**src/hdl/tcc_defines.svh**
```systemverilog
`ifndef TCC_DEFINES_SVH
`define TCC_DEFINES_SVH
// ****************************************
// register byte addresses
// ****************************************
`define TCC_CTRL_ADDR 8'h00
`define TCC_CNT_HI_ADDR 8'h04
`define TCC_CNT_LO_ADDR 8'h08
`define TCC_STATUS_ADDR 8'h0C
`define TCC_PTR_ADDR 8'h10
`define TCC_CC_LO_ADDR 8'h14
`define TCC_CC_HI_ADDR 8'h18
`define TCC_RELOAD_ADDR 8'h1C
`define TCC_CMPCTL_ADDR 8'h20
`define TCC_SWTRIG_ADDR 8'h24
// ****************************************
// field positions
// ****************************************
`define TCC_CTRL_SRC_LSB 0
`define TCC_CTRL_WRMODE_BIT 3
`define TCC_CTRL_STOP_BIT 4
`define TCC_STAT_TMR_BIT 0
`define TCC_STAT_OUT_LSB 1
`define TCC_STAT_CMP_LSB 4
`define TCC_STAT_CAP_LSB 10
`define TCC_CMPCTL_TEN_LSB 0
`define TCC_CMPCTL_LVL_LSB 3
`define TCC_CMPCTL_SRC_LSB 6
`define TCC_PTR_CAP0 3'h6
`define TCC_PTR_CAP1 3'h7
// ****************************************
// reset values
// ****************************************
`define TCC_CNT_RST 16'hFFFF
`define TCC_CTRL_RST 5'h00
`endif

```
**src/hdl/tcc_pkg.sv**
```systemverilog
package tcc_pkg;
    // count source select, in register encoding order
    typedef enum logic [2:0] {
        TCC_SRC_DIV2,
        TCC_SRC_DIV16,
        TCC_SRC_DIV32,
        TCC_SRC_DIV64,
        TCC_SRC_DIV128,
        TCC_SRC_DIV256,
        TCC_SRC_LSO,
        TCC_SRC_SUB
    } tcc_src_t;
endpackage

```
**src/hdl/tcc_top.sv**
```systemverilog
// Operation
// - 16-bit timer counts sysclk/2,/16,/32,/64,/128,/256, slow osc or sub clock
// - decrement per pulse; pulse at zero underflows, reloads from latch, continues
// - every underflow sets the timer interrupt request bit
// - write mode picks latch and counter, or latch alone
// - counter and latch start from all ones after reset
// - timer divides its source by setting plus one
// - counting halts while the stop bit is one
// - latch-only mode updates only the latch, even when stopped
// - three independent compare channels share registers with capture
// - reload bit moves staged value into latch at underflow, then clears
// - count match triggers the waveform circuit, gated by trigger enable
// - level zero: first match drives high, second low; level one inverts
// - trigger disabled keeps pin fixed; matches and requests still occur
// - each compare latch match requests, gated by its source bit
// - stopped: compare write goes straight to latch; enable initialises output
// - compare value above timer setting never matches
// - rising trigger edge captures into latch 00, falling into latch 01
// - software trigger writes capture the count; trigger bits read zero
//
// Implementation choices: the address map and the APB interface to the registers.
`include "tcc_defines.svh"
module tcc_top #(
    parameter int NUM_CMP = 3
) (
    input wire logic pclk,                    // system clock
    input wire logic presetn,                 // async reset
    input wire logic psel,                    // apb select
    input wire logic penable,                 // apb enable
    input wire logic pwrite,                  // apb direction
    input wire logic [7:0] paddr,             // apb byte address
    input wire logic [31:0] pwdata,           // apb write data
    output logic [31:0] prdata,               // apb read data
    output logic pready,                      // apb ready
    output logic pslverr,                     // unmapped address
    input wire logic lso_clk_in,              // low-speed oscillator
    input wire logic sub_clock_input,         // sub clock pin
    input wire logic capture_in,              // capture trigger pin
    output logic [NUM_CMP-1:0] cmp_out        // compare waveforms
);
    import tcc_pkg::*;

    localparam int NL = 2 * NUM_CMP;

    // pointer is three bits, so at most three channel pairs
    initial begin
        if (NUM_CMP < 1 || NUM_CMP > 3) begin
            $error("NUM_CMP must be 1 to 3");
        end
    end

    // ****************************************
    // state
    // ****************************************
    logic [7:0] prescale, next_prescale;
    logic [2:0] lso_s, sub_s, cap_s;
    logic [2:0] src_sel, next_src_sel;
    logic wr_latch_only, next_wr_latch_only;
    logic stop, next_stop;
    logic [15:0] cnt, next_cnt;
    logic [15:0] tlatch, next_tlatch;
    logic [7:0] lo_wbuf, next_lo_wbuf;
    logic [7:0] rd_buf, next_rd_buf;
    logic cnt_moved, next_cnt_moved;
    logic tmr_req, next_tmr_req;
    logic [2:0] ptr, next_ptr;
    logic [15:0] cmp_stage [NL];
    logic [15:0] next_cmp_stage [NL];
    logic [15:0] cmp_latch [NL];
    logic [15:0] next_cmp_latch [NL];
    logic [NL-1:0] reload, next_reload;
    logic [NL-1:0] src_en, next_src_en;
    logic [NL-1:0] cmp_req, next_cmp_req;
    logic [NUM_CMP-1:0] trig_en, next_trig_en;
    logic [NUM_CMP-1:0] lvl, next_lvl;
    logic [NUM_CMP-1:0] next_cmp_out;
    logic [15:0] cap [2];
    logic [15:0] next_cap [2];
    logic [1:0] cap_flag, next_cap_flag;
    logic [31:0] next_prdata;
    logic next_pready, next_pslverr;

    // ****************************************
    // decode and sources
    // ****************************************
    logic go, acc, wr, rd_go, hit, tick, uf;
    logic lso_rise, sub_rise, cap_rise, cap_fall;
    logic [NL-1:0] match;
    logic [15:0] sel16;
    logic [31:0] rd_val;

    // first access cycle answers, second completes
    assign go = psel & penable & ~pready;
    assign acc = psel & penable & pready;
    assign wr = acc & pwrite;
    assign rd_go = go & ~pwrite;

    // edges taken from the settled stages only
    assign lso_rise = lso_s[1] & ~lso_s[2];
    assign sub_rise = sub_s[1] & ~sub_s[2];
    assign cap_rise = cap_s[1] & ~cap_s[2];
    assign cap_fall = ~cap_s[1] & cap_s[2];

    // count pulse from the selected source
    always_comb begin
        case (tcc_src_t'(src_sel))
            TCC_SRC_DIV2: tick = prescale[0];
            TCC_SRC_DIV16: tick = &prescale[3:0];
            TCC_SRC_DIV32: tick = &prescale[4:0];
            TCC_SRC_DIV64: tick = &prescale[5:0];
            TCC_SRC_DIV128: tick = &prescale[6:0];
            TCC_SRC_DIV256: tick = &prescale[7:0];
            TCC_SRC_LSO: tick = lso_rise;
            TCC_SRC_SUB: tick = sub_rise;
            default: tick = 1'b0;
        endcase
    end

    assign uf = tick & ~stop & (cnt == 16'h0000) & ~(wr && paddr == `TCC_CNT_HI_ADDR);

    // match only on a fresh count value, so a stopped timer fires once
    for (genvar g = 0; g < NL; g++) begin : g_match
        assign match[g] = cnt_moved && (cnt == cmp_latch[g])
                          && (cmp_latch[g] <= tlatch);
    end

    // shared capture/compare window
    always_comb begin
        if (ptr == `TCC_PTR_CAP0 || ptr == `TCC_PTR_CAP1) begin
            sel16 = cap[ptr[0]];
        end else if (ptr < 3'(NL)) begin
            sel16 = cmp_latch[ptr];
        end else begin
            sel16 = 16'h0000;
        end
    end

    // ****************************************
    // read mux
    // ****************************************
    always_comb begin
        rd_val = 32'h0000_0000;
        hit = 1'b1;
        case (paddr)
            `TCC_CTRL_ADDR: rd_val = {27'h0, stop, wr_latch_only, src_sel};
            `TCC_CNT_HI_ADDR: rd_val = {24'h0, cnt[15:8]};
            `TCC_CNT_LO_ADDR: rd_val = {24'h0, rd_buf};
            `TCC_STATUS_ADDR: rd_val = 32'({cap_flag, 6'(cmp_req), 3'(cmp_out), tmr_req});
            `TCC_PTR_ADDR: rd_val = {29'h0, ptr};
            `TCC_CC_HI_ADDR: rd_val = {24'h0, sel16[15:8]};
            `TCC_CC_LO_ADDR: rd_val = {24'h0, rd_buf};
            `TCC_RELOAD_ADDR: rd_val = 32'(reload);
            `TCC_CMPCTL_ADDR: rd_val = 32'({6'(src_en), 3'(lvl), 3'(trig_en)});
            `TCC_SWTRIG_ADDR: rd_val = 32'h0000_0000;
            default: hit = 1'b0;
        endcase
    end

    // ****************************************
    // next values
    // ****************************************
    always_comb begin
        int i;
        i = 0;
        next_prescale = prescale + 8'h01;
        next_src_sel = src_sel;
        next_wr_latch_only = wr_latch_only;
        next_stop = stop;
        next_cnt = cnt;
        next_tlatch = tlatch;
        next_lo_wbuf = lo_wbuf;
        next_rd_buf = rd_buf;
        next_cnt_moved = 1'b0;
        next_tmr_req = tmr_req;
        next_ptr = ptr;
        next_cmp_stage = cmp_stage;
        next_cmp_latch = cmp_latch;
        next_reload = reload;
        next_src_en = src_en;
        next_cmp_req = cmp_req;
        next_trig_en = trig_en;
        next_lvl = lvl;
        next_cmp_out = cmp_out;
        next_cap = cap;
        next_cap_flag = cap_flag;
        next_pready = go;
        next_pslverr = go & ~hit;
        next_prdata = rd_go ? rd_val : prdata;

        // control and pointer writes
        if (wr && paddr == `TCC_CTRL_ADDR) begin
            next_src_sel = pwdata[`TCC_CTRL_SRC_LSB +: 3];
            next_wr_latch_only = pwdata[`TCC_CTRL_WRMODE_BIT];
            next_stop = pwdata[`TCC_CTRL_STOP_BIT];
        end
        if (wr && paddr == `TCC_PTR_ADDR) begin
            next_ptr = pwdata[2:0];
        end

        // low half waits for the high half
        if (wr && paddr == `TCC_CNT_LO_ADDR) begin
            next_lo_wbuf = pwdata[7:0];
        end
        // upper read freezes the lower byte for a coherent pair
        if (rd_go && paddr == `TCC_CNT_HI_ADDR) begin
            next_rd_buf = cnt[7:0];
        end
        if (rd_go && paddr == `TCC_CC_HI_ADDR) begin
            next_rd_buf = sel16[7:0];
        end

        // counter: a software load beats a count pulse
        if (wr && paddr == `TCC_CNT_HI_ADDR) begin
            next_tlatch = {pwdata[7:0], lo_wbuf};
            if (!wr_latch_only) begin
                next_cnt = {pwdata[7:0], lo_wbuf};
                next_cnt_moved = 1'b1;
            end
        end else if (tick && !stop) begin
            next_cnt_moved = 1'b1;
            if (cnt == 16'h0000) begin
                next_cnt = tlatch;
            end else begin
                next_cnt = cnt - 16'h0001;
            end
        end

        // timer request: set beats the write-one clear
        if (wr && paddr == `TCC_STATUS_ADDR && pwdata[`TCC_STAT_TMR_BIT]) begin
            next_tmr_req = 1'b0;
        end
        if (uf) begin
            next_tmr_req = 1'b1;
        end

        // compare latches
        for (i = 0; i < NL; i++) begin
            if (wr && paddr == `TCC_CC_LO_ADDR && ptr == 3'(i)) begin
                next_cmp_stage[i][7:0] = pwdata[7:0];
            end
            if (wr && paddr == `TCC_CC_HI_ADDR && ptr == 3'(i)) begin
                next_cmp_stage[i][15:8] = pwdata[7:0];
            end
            if (stop) begin
                next_cmp_latch[i] = next_cmp_stage[i];
            end
            if (uf && reload[i]) begin
                next_cmp_latch[i] = cmp_stage[i];
                next_reload[i] = 1'b0;
            end
            // a fresh request to reload wins over the automatic clear
            if (wr && paddr == `TCC_RELOAD_ADDR && pwdata[i]) begin
                next_reload[i] = 1'b1;
            end
            if (wr && paddr == `TCC_STATUS_ADDR && pwdata[`TCC_STAT_CMP_LSB + i]) begin
                next_cmp_req[i] = 1'b0;
            end
            if (match[i] && src_en[i]) begin
                next_cmp_req[i] = 1'b1;
            end
        end

        // compare control and waveform outputs
        if (wr && paddr == `TCC_CMPCTL_ADDR) begin
            next_trig_en = pwdata[`TCC_CMPCTL_TEN_LSB +: NUM_CMP];
            next_lvl = pwdata[`TCC_CMPCTL_LVL_LSB +: NUM_CMP];
            next_src_en = pwdata[`TCC_CMPCTL_SRC_LSB +: NL];
        end
        for (i = 0; i < NUM_CMP; i++) begin
            if (trig_en[i]) begin
                if (match[2 * i]) begin
                    next_cmp_out[i] = ~lvl[i];
                end else if (match[2 * i + 1]) begin
                    next_cmp_out[i] = lvl[i];
                end
            end
            // enabling while stopped parks the pin at its idle level
            if (stop && !trig_en[i] && next_trig_en[i]) begin
                next_cmp_out[i] = next_lvl[i];
            end
        end

        // capture from pin edges or software trigger
        if (wr && paddr == `TCC_STATUS_ADDR) begin
            next_cap_flag = cap_flag & ~pwdata[`TCC_STAT_CAP_LSB +: 2];
        end
        if (cap_rise || (wr && paddr == `TCC_SWTRIG_ADDR && pwdata[0])) begin
            next_cap[0] = cnt;
            next_cap_flag[0] = 1'b1;
        end
        if (cap_fall || (wr && paddr == `TCC_SWTRIG_ADDR && pwdata[1])) begin
            next_cap[1] = cnt;
            next_cap_flag[1] = 1'b1;
        end
    end

    // ****************************************
    // registers
    // ****************************************
    // pin synchronisers, stage 0 feeds stage 1 only
    always_ff @(posedge pclk or negedge presetn) begin
        if (!presetn) begin
            lso_s <= 3'h0;
            sub_s <= 3'h0;
            cap_s <= 3'h0;
        end else begin
            lso_s <= {lso_s[1:0], lso_clk_in};
            sub_s <= {sub_s[1:0], sub_clock_input};
            cap_s <= {cap_s[1:0], capture_in};
        end
    end

    // block state
    always_ff @(posedge pclk or negedge presetn) begin
        if (!presetn) begin
            prescale <= 8'h00;
            {stop, wr_latch_only, src_sel} <= `TCC_CTRL_RST;
            cnt <= `TCC_CNT_RST;
            tlatch <= `TCC_CNT_RST;
            lo_wbuf <= 8'h00;
            rd_buf <= 8'h00;
            cnt_moved <= 1'b0;
            tmr_req <= 1'b0;
            ptr <= 3'h0;
            for (int k = 0; k < NL; k++) begin
                cmp_stage[k] <= 16'h0000;
                cmp_latch[k] <= 16'h0000;
            end
            reload <= '0;
            src_en <= '0;
            cmp_req <= '0;
            trig_en <= '0;
            lvl <= '0;
            cmp_out <= '0;
            cap[0] <= 16'h0000;
            cap[1] <= 16'h0000;
            cap_flag <= 2'h0;
            prdata <= 32'h0000_0000;
            pready <= 1'b0;
            pslverr <= 1'b0;
        end else begin
            prescale <= next_prescale;
            src_sel <= next_src_sel;
            wr_latch_only <= next_wr_latch_only;
            stop <= next_stop;
            cnt <= next_cnt;
            tlatch <= next_tlatch;
            lo_wbuf <= next_lo_wbuf;
            rd_buf <= next_rd_buf;
            cnt_moved <= next_cnt_moved;
            tmr_req <= next_tmr_req;
            ptr <= next_ptr;
            cmp_stage <= next_cmp_stage;
            cmp_latch <= next_cmp_latch;
            reload <= next_reload;
            src_en <= next_src_en;
            cmp_req <= next_cmp_req;
            trig_en <= next_trig_en;
            lvl <= next_lvl;
            cmp_out <= next_cmp_out;
            cap <= next_cap;
            cap_flag <= next_cap_flag;
            prdata <= next_prdata;
            pready <= next_pready;
            pslverr <= next_pslverr;
        end
    end
endmodule

```
**config.mk**
```make
export PLATFORM = sky130hd
export DESIGN_NAME = tcc_top
export DESIGN_NICKNAME = d
export VERILOG_FILES = /design/src/hdl/tcc_pkg.sv /design/src/hdl/tcc_top.sv
export VERILOG_INCLUDE_DIRS = /design/src /design/src/hdl
export SDC_FILE = /design/constraint.sdc
export NUM_CORES = 1
export LEC_CHECK = 0
export ABC_AREA = 1
export BUFFER_PORTS_ARGS = -buffer_cell sky130_fd_sc_hd__buf_2
export CORE_ASPECT_RATIO = 1.1
export CORE_UTILIZATION = 63
export CTS_BUF_LIST = sky130_fd_sc_hd__clkbuf_4 sky130_fd_sc_hd__clkbuf_8 sky130_fd_sc_hd__clkbuf_16
export DETAILED_ROUTE_END_ITERATION = 10
export PLACE_DENSITY = 0.86
export SYNTH_ARGS = -nofsm -noshare
export SYNTH_HDL_FRONTEND = slang
export SYNTH_SLANG_ARGS = --single-unit
```
**constraint.sdc**
```tcl
create_clock -name pclk -period 2.7 [get_ports pclk]
set_input_delay 0.27 -clock pclk [delete_from_list [all_inputs] [get_ports pclk]]
set_output_delay 0.27 -clock pclk [all_outputs]
set_load 0.005 [all_outputs]
```
Yosys cells after proc, flatten, opt, wreduce, memory -nomap -nowiden

Cells that the tools add are included.

Output and inout bits: 37
Input bits: 48
Register bits after elaboration: 362

Reductions and logical operators: 121
Muxes and demuxes: 87
Bitwise gates (word level): 29
$lt $le $gt $ge: 9
Eq/ne operators: 30
$add $sub $neg: 2

Operator list:

| operator              | number |
|---|---|
| $mux 16               | 23 |
| $mux 8                | 14 |
| $eq 16x16->1          | 6 |
| $le 16x16->1          | 6 |
| $pmux 12 s8           | 1 |
| $logic_and 1x1->1     | 70 |
| $reduce_bool 2->1     | 26 |
| $bmux 16 s3           | 1 |
| $mux 1                | 44 |
| $eq 8x5->1 const B    | 4 |
| $eq 3x3->1 const B    | 8 |
| $eq 8x4->1 const B    | 2 |
| $eq 8x6->1 const B    | 2 |
| $logic_not 16->1      | 1 |
| $sub 16x1->16 const B | 1 |
| $and 1x1->1           | 13 |
| $eq 3x2->1 const B    | 4 |
| $not 1->1             | 12 |
| $reduce_or 10->1      | 1 |
| $reduce_bool 3->1     | 3 |
| $add 8x1->8 const B   | 1 |
| $eq 8x3->1 const B    | 1 |
| $logic_not 8->1       | 1 |
| $pmux 1 s8            | 1 |
| 21 further kinds      | 32 |

Depth between registers and ports, before layout

Gate-level depths: netlist (run 1).

Word-level depth: 9
Mapped depth: 17
Mapped depth without buffers: 17

Worst setup path after synthesis (run 1)

OpenSTA, ideal clock, no wires.

Path kind: register to register
Start point: reg cnt[0]
End point: reg cmp_latch[10] in the netlist's numbering
Arrival time: 2183 ps
Cell stages (with the launch flop): 14
Required time: 2629 ps
Buffers on the path: 2
Period minus slack after synthesis: 2254 ps
Setup slack: 446 ps
Path through: dfstp_2 -> buf_2 -> clkinv_1 -> ha_1 -> nand3_1 -> nor3_1 -> nand2_1 -> inv_2 -> nand3_4 -> inv_4 -> nand2_2 -> buf_2 -> nor2_1 -> nor2_1

Word-level cells in the longest chain between the ends: 5

Ends and longest elaborated chain:

| element                                      | RTL line       | RTL |
|---|---|---|
| start: declaration                           | tcc_top.sv:60  | `logic [15:0] cnt, next_cnt;` |
| start signal: assignment                     | tcc_top.sv:318 | `` cnt <= `TCC_CNT_RST; `` |
| start signal: assignment                     | tcc_top.sv:346 | `cnt <= next_cnt;` |
| $logic_not 16->1 *                           | tcc_top.sv:119 | `` assign uf = tick & ~stop & (cnt == 16'h0000) & ~(wr && paddr == `TCC_CNT_HI_ADDR); `` |
| $and 1x1->1 * (2 in a row)                   | tcc_top.sv:119 |  |
| $logic_and 1x1->1 *                          | tcc_top.sv:247 | `if (uf && reload[i]) begin` |
| $mux 16 or $reduce_bool 2->1 (tied branches) | --             |  |
| end signal: assignment                       | tcc_top.sv:354 | `cmp_latch <= next_cmp_latch;` |
| end: declaration                             | tcc_top.sv:69  | `logic [15:0] cmp_latch [NL];` |

Every way passes the cells marked *; elsewhere a longest branch is shown, timed or not.
A chain may end at the register's enable or synchronous reset.

Worst setup path in the final report (run 1)

Start point: reg tlatch[8]
End point: reg cmp_out[1]

Word-level cells in the longest chain between the ends: 5

Ends and longest elaborated chain:

| element                  | RTL line       | RTL |
|---|---|---|
| start: declaration       | tcc_top.sv:61  | `logic [15:0] tlatch, next_tlatch;` |
| start signal: assignment | tcc_top.sv:319 | `` tlatch <= `TCC_CNT_RST; `` |
| start signal: assignment | tcc_top.sv:347 | `tlatch <= next_tlatch;` |
| $le 16x16->1             | tcc_top.sv:124 | `&& (cmp_latch[g] <= tlatch);` |
| $logic_and 1x1->1        | tcc_top.sv:124 |  |
| $mux 1                   | tcc_top.sv:271 | `if (match[2 * i]) begin` |
| $mux 1                   | tcc_top.sv:270 | `if (trig_en[i]) begin` |
| $mux 1                   | tcc_top.sv:278 | `if (stop && !trig_en[i] && next_trig_en[i]) begin` |
| end signal: assignment   | tcc_top.sv:360 | `cmp_out <= next_cmp_out;` |
| end: declaration         | tcc_top.sv:39  | `output logic [NUM_CMP-1:0] cmp_out` |

Several ways; a longest one is shown, not always the timed one. The select of a mux whose other input is x is not followed.

==> flow_metrics.py, run 1 <==
metrics = {
    "cts": {
        "cts_root_buffer": "clkbuf_16",
        "numCtsBuffers": 38,
        "cts_tree": "built",
        "tritoncts_sinks": 342,
        "worst_setup_hold_path_clk_slew_ns": 0.06,
        "later_pin_clock_latency_in_the_skew_report_ns": 0.55,
        "htree_num_levels": 2,
        "bufs_on_longest_clock_path": 3,
    },
    "power_and_ir_drop": {
        "total_power_mw": 14.9,
        "max-vdd-ir-drop_mv": 0.663,
        "powerDensity_nw_per_um2": 657,
        "static-leakage-power_nw": 11.4,
    },
    "route": {
        "drt_first_iter_violations": 3100,
        "detail-route-antenna-nets": 0,
        "route.detailed.drc": 0,
        "vias": 20300,
        "routed_via_density": 6.31,
        "detail_route.wl_per_cell_um": 24.9,
        "wirelength_mm": 80.0,
        "drt_pre_antenna_iters": 8,
    },
    "outcome": {
        "result_of_the_run": "completed",
    },
    "critical_path": {
        "critPathLaunchType": "register",
        "cpPeakStageDelay_ns": 0.52,
        "critical_path_required_ns": 3.13,
        "slowest_stage": "dfstp_2",
        "critPathMostFrequentCell": "nand2_1",
        "setup.reg_to_reg.worst_slack_ns": 0.04,
        "critPathBufInv": 1,
        "timing.rr.start": "tlatch[8]",
        "endpoint_kind": "register",
        "rr_endpoint": "cmp_out[1]",
        "critical_path.endpoint": "cmp_out[1]",
        "worst-r2r-cell-count": 11,
        "worstPathMaxFanout": 7,
        "cp_num_cells": 11,
        "startpoint": "tlatch[8]",
        "crit_path_cell_trace": "inv_1 > ha_1 > nand2_1 > nor4_1 > nand3_1 > nand2_1 > nand2_1 > nand2_1 > nand2_1 > nand2_1 > nand3_1",
        "timing.setup.critical_path_class": "register to register",
        "critPathArrivalTime_ns": 3.09,
        "worst_path_dominant_cell_family": "simple AND/OR/NAND/NOR gates",
    },
    "grt": {
        "via_count_of_the_first_global_routing_pass": 19200,
        "grt_pass1_wl_mm": 118,
        "global_route.usage.total_pct": 50.8,
        "grt_max_degree": 112,
        "globalRouteOverflowTotal": 0,
        "antenna_found_initial": 3,
    },
    "timing": {
        "max_clock_freq_mhz": 376,
        "max-slew-margin-rel_pct": 43.3,
        "report.final.slew_viol_count": 0,
        "timing.final.crit_period_ns": 2.66,
        "period_utilization_post_route_pct": 98.4,
        "max_slew.worst_pin.slew_ns": 0.850,
        "final.setup.worst_slack_ns": 0.0432,
        "fin_skew_ns": 0.0216,
        "rsz0062_at_grt": "true",
        "final_hold_viol_count": 0,
        "final-setup-viol-count": 0,
    },
    "synth": {
        "synth_area_um2": 19700,
        "synth_top_area_share_pct": 39.3,
        "cell_with_the_most_instances_after_synthesis": "nand2_1",
        "syn_inst": 2662,
        "count_of_flip_flops_with_a_built_in_enable_after_synthesis": 0,
        "syn_area_per_cell_um2": 7.41,
        "synth_ff_type": "dfrtp_1",
        "ys_ff_latch": 342,
        "async_reset_ff_share_pct": 100,
        "yosys-top-cells-count": "nand2_1 (688), nor2_1 (406), o21ai_0 (364)",
        "synth_area_leaders": "dfrtp_1 (39%), nand2_1 (13%), o21ai_0 (9.2%), nor2_1 (7.7%), ha_1 (6.3%)",
        "yosysSeqAreaShare_pct": 43.6,
        "synth.distinct_cells": 44,
        "synth-warning-count": 0,
        "synthDominantAreaCellType": "dfrtp_1",
    },
    "placement": {
        "dp.cells": 3125,
        "buffer_ports.inserted": 44,
        "detailed_place_hpwl_mm": 55.3,
        "place_ws_ns": 0.156,
        "place_congestion": 1.08,
    },
    "final_layout": {
        "syn2layout_area_growth_pct": 14.6,
        "ratio_of_cells_with_drive_above_1_in_the_final_layout_pct": 11.1,
        "final-instance-count-excl-fill": 3213,
        "finalNetCount": 2917,
    },
    "floorplan": {
        "design.portCount": 85,
        "core_um2": 30700,
        "die_h_um": 188,
        "chipWidth_um": 171,
        "fp-row-count": 67,
        "start_util_pct": 64.3,
        "die_area_um2": 32000,
    },
    "run": {
        "drv.max_cap_violation_count": 0,
    },
    "worst_hold_path": {
        "min_path_type": "input port to register",
    },
}
==> how the worst min path moves through the flow <==
stage / startpoint / end / cells after the start
3_3_place_gp: presetn / prescale[2] / 1
2_1_floorplan: presetn / cap[0] / 0
6_report: pwdata[3] / reload[3] / 3
5_1_grt: pwdata[6] / src_en[0] / 3
3_5_place_dp: presetn / prescale[2] / 1
4_1_cts: pwdata[3] / reload[3] / 3
==> metal layers <==
metal	track usage [%]	vias to the layer above	share of wire, %
li1	-	8861	-
met1	62.8	9388	34
met2	71.7	1519	41
met3	17.6	502	15
met4	41.2	4	10
met5	0	-	0.036
==> power by group <==
part           leakage, nW  total, mW  switching (mW)  internal (mW)
Clock                0.643       5.46            2.23           3.22
Combinational         6.78       3.46            2.40           1.06
Sequential            3.94       5.95           0.442           5.50
==> sequential cells by signal (all words and copies together), names as in the netlist, 6 cells and up <==
| name | flops |
|---|---|
| cap | 32 |
| cmp_latch | 96 |
| cmp_req | 6 |
| cmp_stage | 96 |
| cnt | 16 |
| lo_wbuf | 8 |
| prdata | 12 |
| prescale | 8 |
| rd_buf | 8 |
| reload | 6 |
| src_en | 6 |
| tlatch | 16 |
==> timing repair <==
| item | 4_1_cts | 5_1_grt |
|---|---|---|
| endpoints found under the setup margin | 0 | 35 |
| hold buffers | 10 | 0 |
| buffers inserted | 0 | 8 |
| endpoints found under the hold margin | 63 | 0 |
| gates resized for setup | 0 | 8 |
==> stage by stage <==
| step | util (%) | hold slack (ns) | instance area [um2] | setup TNS, ns |
|---|---|---|---|---|
| 2_1_floorplan | - | -0.0256 | 19800 | 0 |
| 3_3_place_gp | 68.7 | 0.322 | 21100 | 0 |
| 3_5_place_dp | 68.7 | 0.328 | 21100 | 0 |
| 4_1_cts | 73.2 | 0.0214 | 22500 | 0 |
| 5_1_grt | 73.7 | 0.0459 | 22600 | -0.569 |
| 6_report | 73.7 | 0.0277 | 22600 | 0 |
==> cell type report <==
| class | count | area [um2] |
|---|---|---|
| flip-flops and latches | 342 | 8600 |
| well taps | 414 | 518 |
| multi-input cells | 1973 | 9730 |
| inverters | 239 | 918 |
| diodes | 2 | 5.00 |
| fillers | 2343 | 8070 |
| repair buffers | 175 | 1540 |
| clock buffers | 54 | 1130 |
| clock inverters | 14 | 168 |
==> placed cells by master, fill, tap and decap left out, types with 26 or more instances in the layout <==
| cell | instances |
|---|---|
| a21oi_1 | 90 |
| buf_2 | 43 |
| buf_4 | 97 |
| clkbuf_16 | 39 |
| dfrtp_1 | 309 |
| dfstp_2 | 32 |
| ha_1 | 100 |
| inv_1 | 210 |
| nand2_1 | 687 |
| nand3_1 | 67 |
| nand4_1 | 32 |
| nor2_1 | 405 |
| o21ai_0 | 364 |
| o22ai_1 | 46 |
| xor2_1 | 26 |
==> tightest hold or removal path, delay by kind of cell <==
kind | cells | cell delay (ns)
buffers and inverters | 1 | 0.15
and+or+nand+nor | 1 | 0.06
AOI/OAI and AO/OA | 1 | 0.06
==> logic make-up after synthesis <==
group	share of synthesized area [%]
AND/OR/NAND/NOR	25.2
AO/OA/AOI/OAI	15.7
buffers and inverters	7.61
flip-flops	43.6
adder cells (fa/ha/maj)	6.34
XOR/XNOR	1.55
other	0.0190
(Power assumes the default switching activity.)
==> run 2, diff against run 1 <==
SETUP_SLACK_MARGIN = 0.1   (was default)
==> run 2 against run 1 <==
  * Via count is essentially flat
  * Largest cell class unchanged
  * Register-to-register slack is essentially flat
  * Clock skew is essentially flat
  * Design area grew 0.32%
  * Critical endpoint is now cmp_out[0]
==> flow_metrics.py, run 2 (synthesis results as in run 1) <==
metrics = {
    "critical_path": {
        "startpoint": "tlatch[9]",
        "crit_path_cell_trace": "inv_1 > buf_4 > ha_1 > nand4_1 > nor3_1 > nand3_1 > nand2_2 > nand2_1 > nand2_1 > nand3_1 > a21oi_1",
        "cpPeakStageDelay_ns": 0.53,
        "critical_path_required_ns": 3.17,
        "endpoint_kind": "register",
        "critPathArrivalTime_ns": 3.11,
        "slowest_stage": "dfstp_2",
        "timing.rr.start": "tlatch[9]",
        "critPathLaunchType": "register",
        "worstPathMaxFanout": 4,
        "timing.setup.critical_path_class": "register to register",
    },
    "route": {
        "route.detailed.drc": 0,
        "detail-route-antenna-nets": 0,
        "routed_via_density": 6.30,
        "wirelength_mm": 80.0,
        "detail_route.wl_per_cell_um": 24.9,
        "drt_pre_antenna_iters": 6,
        "drt_first_iter_violations": 3147,
        "vias": 20300,
    },
    "timing": {
        "fin_skew_ns": 0.0220,
        "hold_ws_ns": 0.0338,
        "final-setup-viol-count": 0,
        "report.final.slew_viol_count": 0,
        "final_hold_viol_count": 0,
        "totalNegativeSetupSlack_ns": 0,
        "period_utilization_post_route_pct": 97.9,
        "max-slew-margin-rel_pct": 41.8,
        "rsz0062_at_grt": "true",
        "max_clock_freq_mhz": 378,
        "timing.final.crit_period_ns": 2.64,
        "max_slew.worst_pin.slew_ns": 0.871,
    },
    "power_and_ir_drop": {
        "max-vdd-ir-drop_mv": 0.658,
        "powerDensity_nw_per_um2": 656,
        "static-leakage-power_nw": 11.4,
    },
    "cts": {
        "tritoncts_sinks": 342,
        "cts_tree": "built",
        "cts_root_buffer": "clkbuf_16",
        "htree_num_levels": 2,
        "worst_setup_hold_path_clk_slew_ns": 0.06,
        "later_pin_clock_latency_in_the_skew_report_ns": 0.55,
        "numCtsBuffers": 38,
        "bufs_on_longest_clock_path": 3,
    },
    "final_layout": {
        "syn2layout_area_growth_pct": 14.9,
        "final_cell_mix": "nand2_1 (686), nor2_1 (404), o21ai_0 (364), dfrtp_1 (309), inv_1 (209)",
        "ratio_of_cells_with_drive_above_1_in_the_final_layout_pct": 11.4,
        "mostFrequentLayoutCell": "nand2_1",
        "largestRegisters": "cmp_latch (96), cmp_stage (96), cap (32)",
        "finalNetCount": 2920,
    },
    "floorplan": {
        "design.portCount": 85,
        "core_um2": 30700,
        "die_area_um2": 32000,
        "start_util_pct": 64.3,
        "fp-row-count": 67,
        "die_h_um": 188,
        "chipWidth_um": 171,
    },
    "run": {
        "drv.max_cap_violation_count": 0,
    },
    "grt": {
        "via_count_of_the_first_global_routing_pass": 19200,
        "globalRouteOverflowTotal": 0,
        "antenna_found_initial": 3,
        "grt_pass1_wl_mm": 118,
        "global_route.usage.total_pct": 50.8,
        "grt_max_degree": 112,
    },
    "worst_hold_path": {
        "min-delay-start": "pwdata[3]",
        "min_path_type": "input port to register",
    },
    "outcome": {
        "result_of_the_run": "completed",
    },
    "placement": {
        "detailed_place_hpwl_mm": 55.3,
        "buffer_ports.inserted": 44,
        "place_congestion": 1.08,
    },
}
==> run 2: area by class of cell <==
type	count	area, um2
fillers	2340	8000
diodes	3	7.51
flip-flops and latches	342	8600
clock inverters	14	168
multi-input cells	1973	9770
well taps	414	518
inverters	239	922
repair buffers	178	1560
clock buffers	54	1130
==> run 2: path summary, 6_finish.rpt <==
path,endpoint,slack (ns),depth (start not counted)
max in group asynchronous,cap[7],1.52,3
worst max register to register,cmp_out[0],0.06,11
worst min-delay path,reload[3],0.03,3
min in group asynchronous,prescale[6],0.36,2
worst min register to register,lso_s[1],0.36,0
worst max-delay path,cmp_out[0],0.06,11
==> run 2: report_power, final <==
| part | internal (mW) | switching [mW] | total [mW] |
|---|---|---|---|
| registers | 5.50 | 0.445 | 5.95 |
| logic | 1.07 | 2.41 | 3.48 |
| clock network | 3.22 | 2.22 | 5.44 |
| total | 9.80 | 5.08 | 14.9 |
==> run 2: worst max-delay path: cells and delay by family (launching register included) <==
kind	cells	cell delay (ns)
buf+inv	2	0.50
flops	1	0.53
compound gates	1	0.15
fa+ha+maj	1	0.32
simple gates	7	1.04
==> run 2: layer usage <==
layer / track usage (%) / share of wire, % / routed length [um] / up-vias
li1: - / - / - / 8870
met1: 62.8 / 35 / 28000 / 9412
met2: 71.7 / 41 / 32800 / 1524
met3: 17.6 / 14 / 11300 / 453
met4: 41.2 / 9.8 / 7810 / 4
met5: 0 / 0.036 / 29 / -
==> run 2: repair_timing <==
action / 4_1_cts / 5_1_grt
hold endpoints to repair: 63 / 0
gates resized for setup: 0 / 18
buffers inserted: 0 / 11
setup endpoints to repair: 0 / 114
hold buffers: 10 / 0
==> run 2: stage by stage <==
stage	setup WS, ns	total power, mW	instance area, um2	utilization (%)	instances
2_1_floorplan	0.446	7.59	19800	-	2681
3_3_place_gp	0.224	9.13	21100	68.7	3125
3_5_place_dp	0.156	9.20	21100	68.7	3125
4_1_cts	0.119	14.6	22500	73.2	3203
5_1_grt	0.00165	15.3	22700	73.9	3214
6_report	0.0577	14.9	22700	73.9	3217
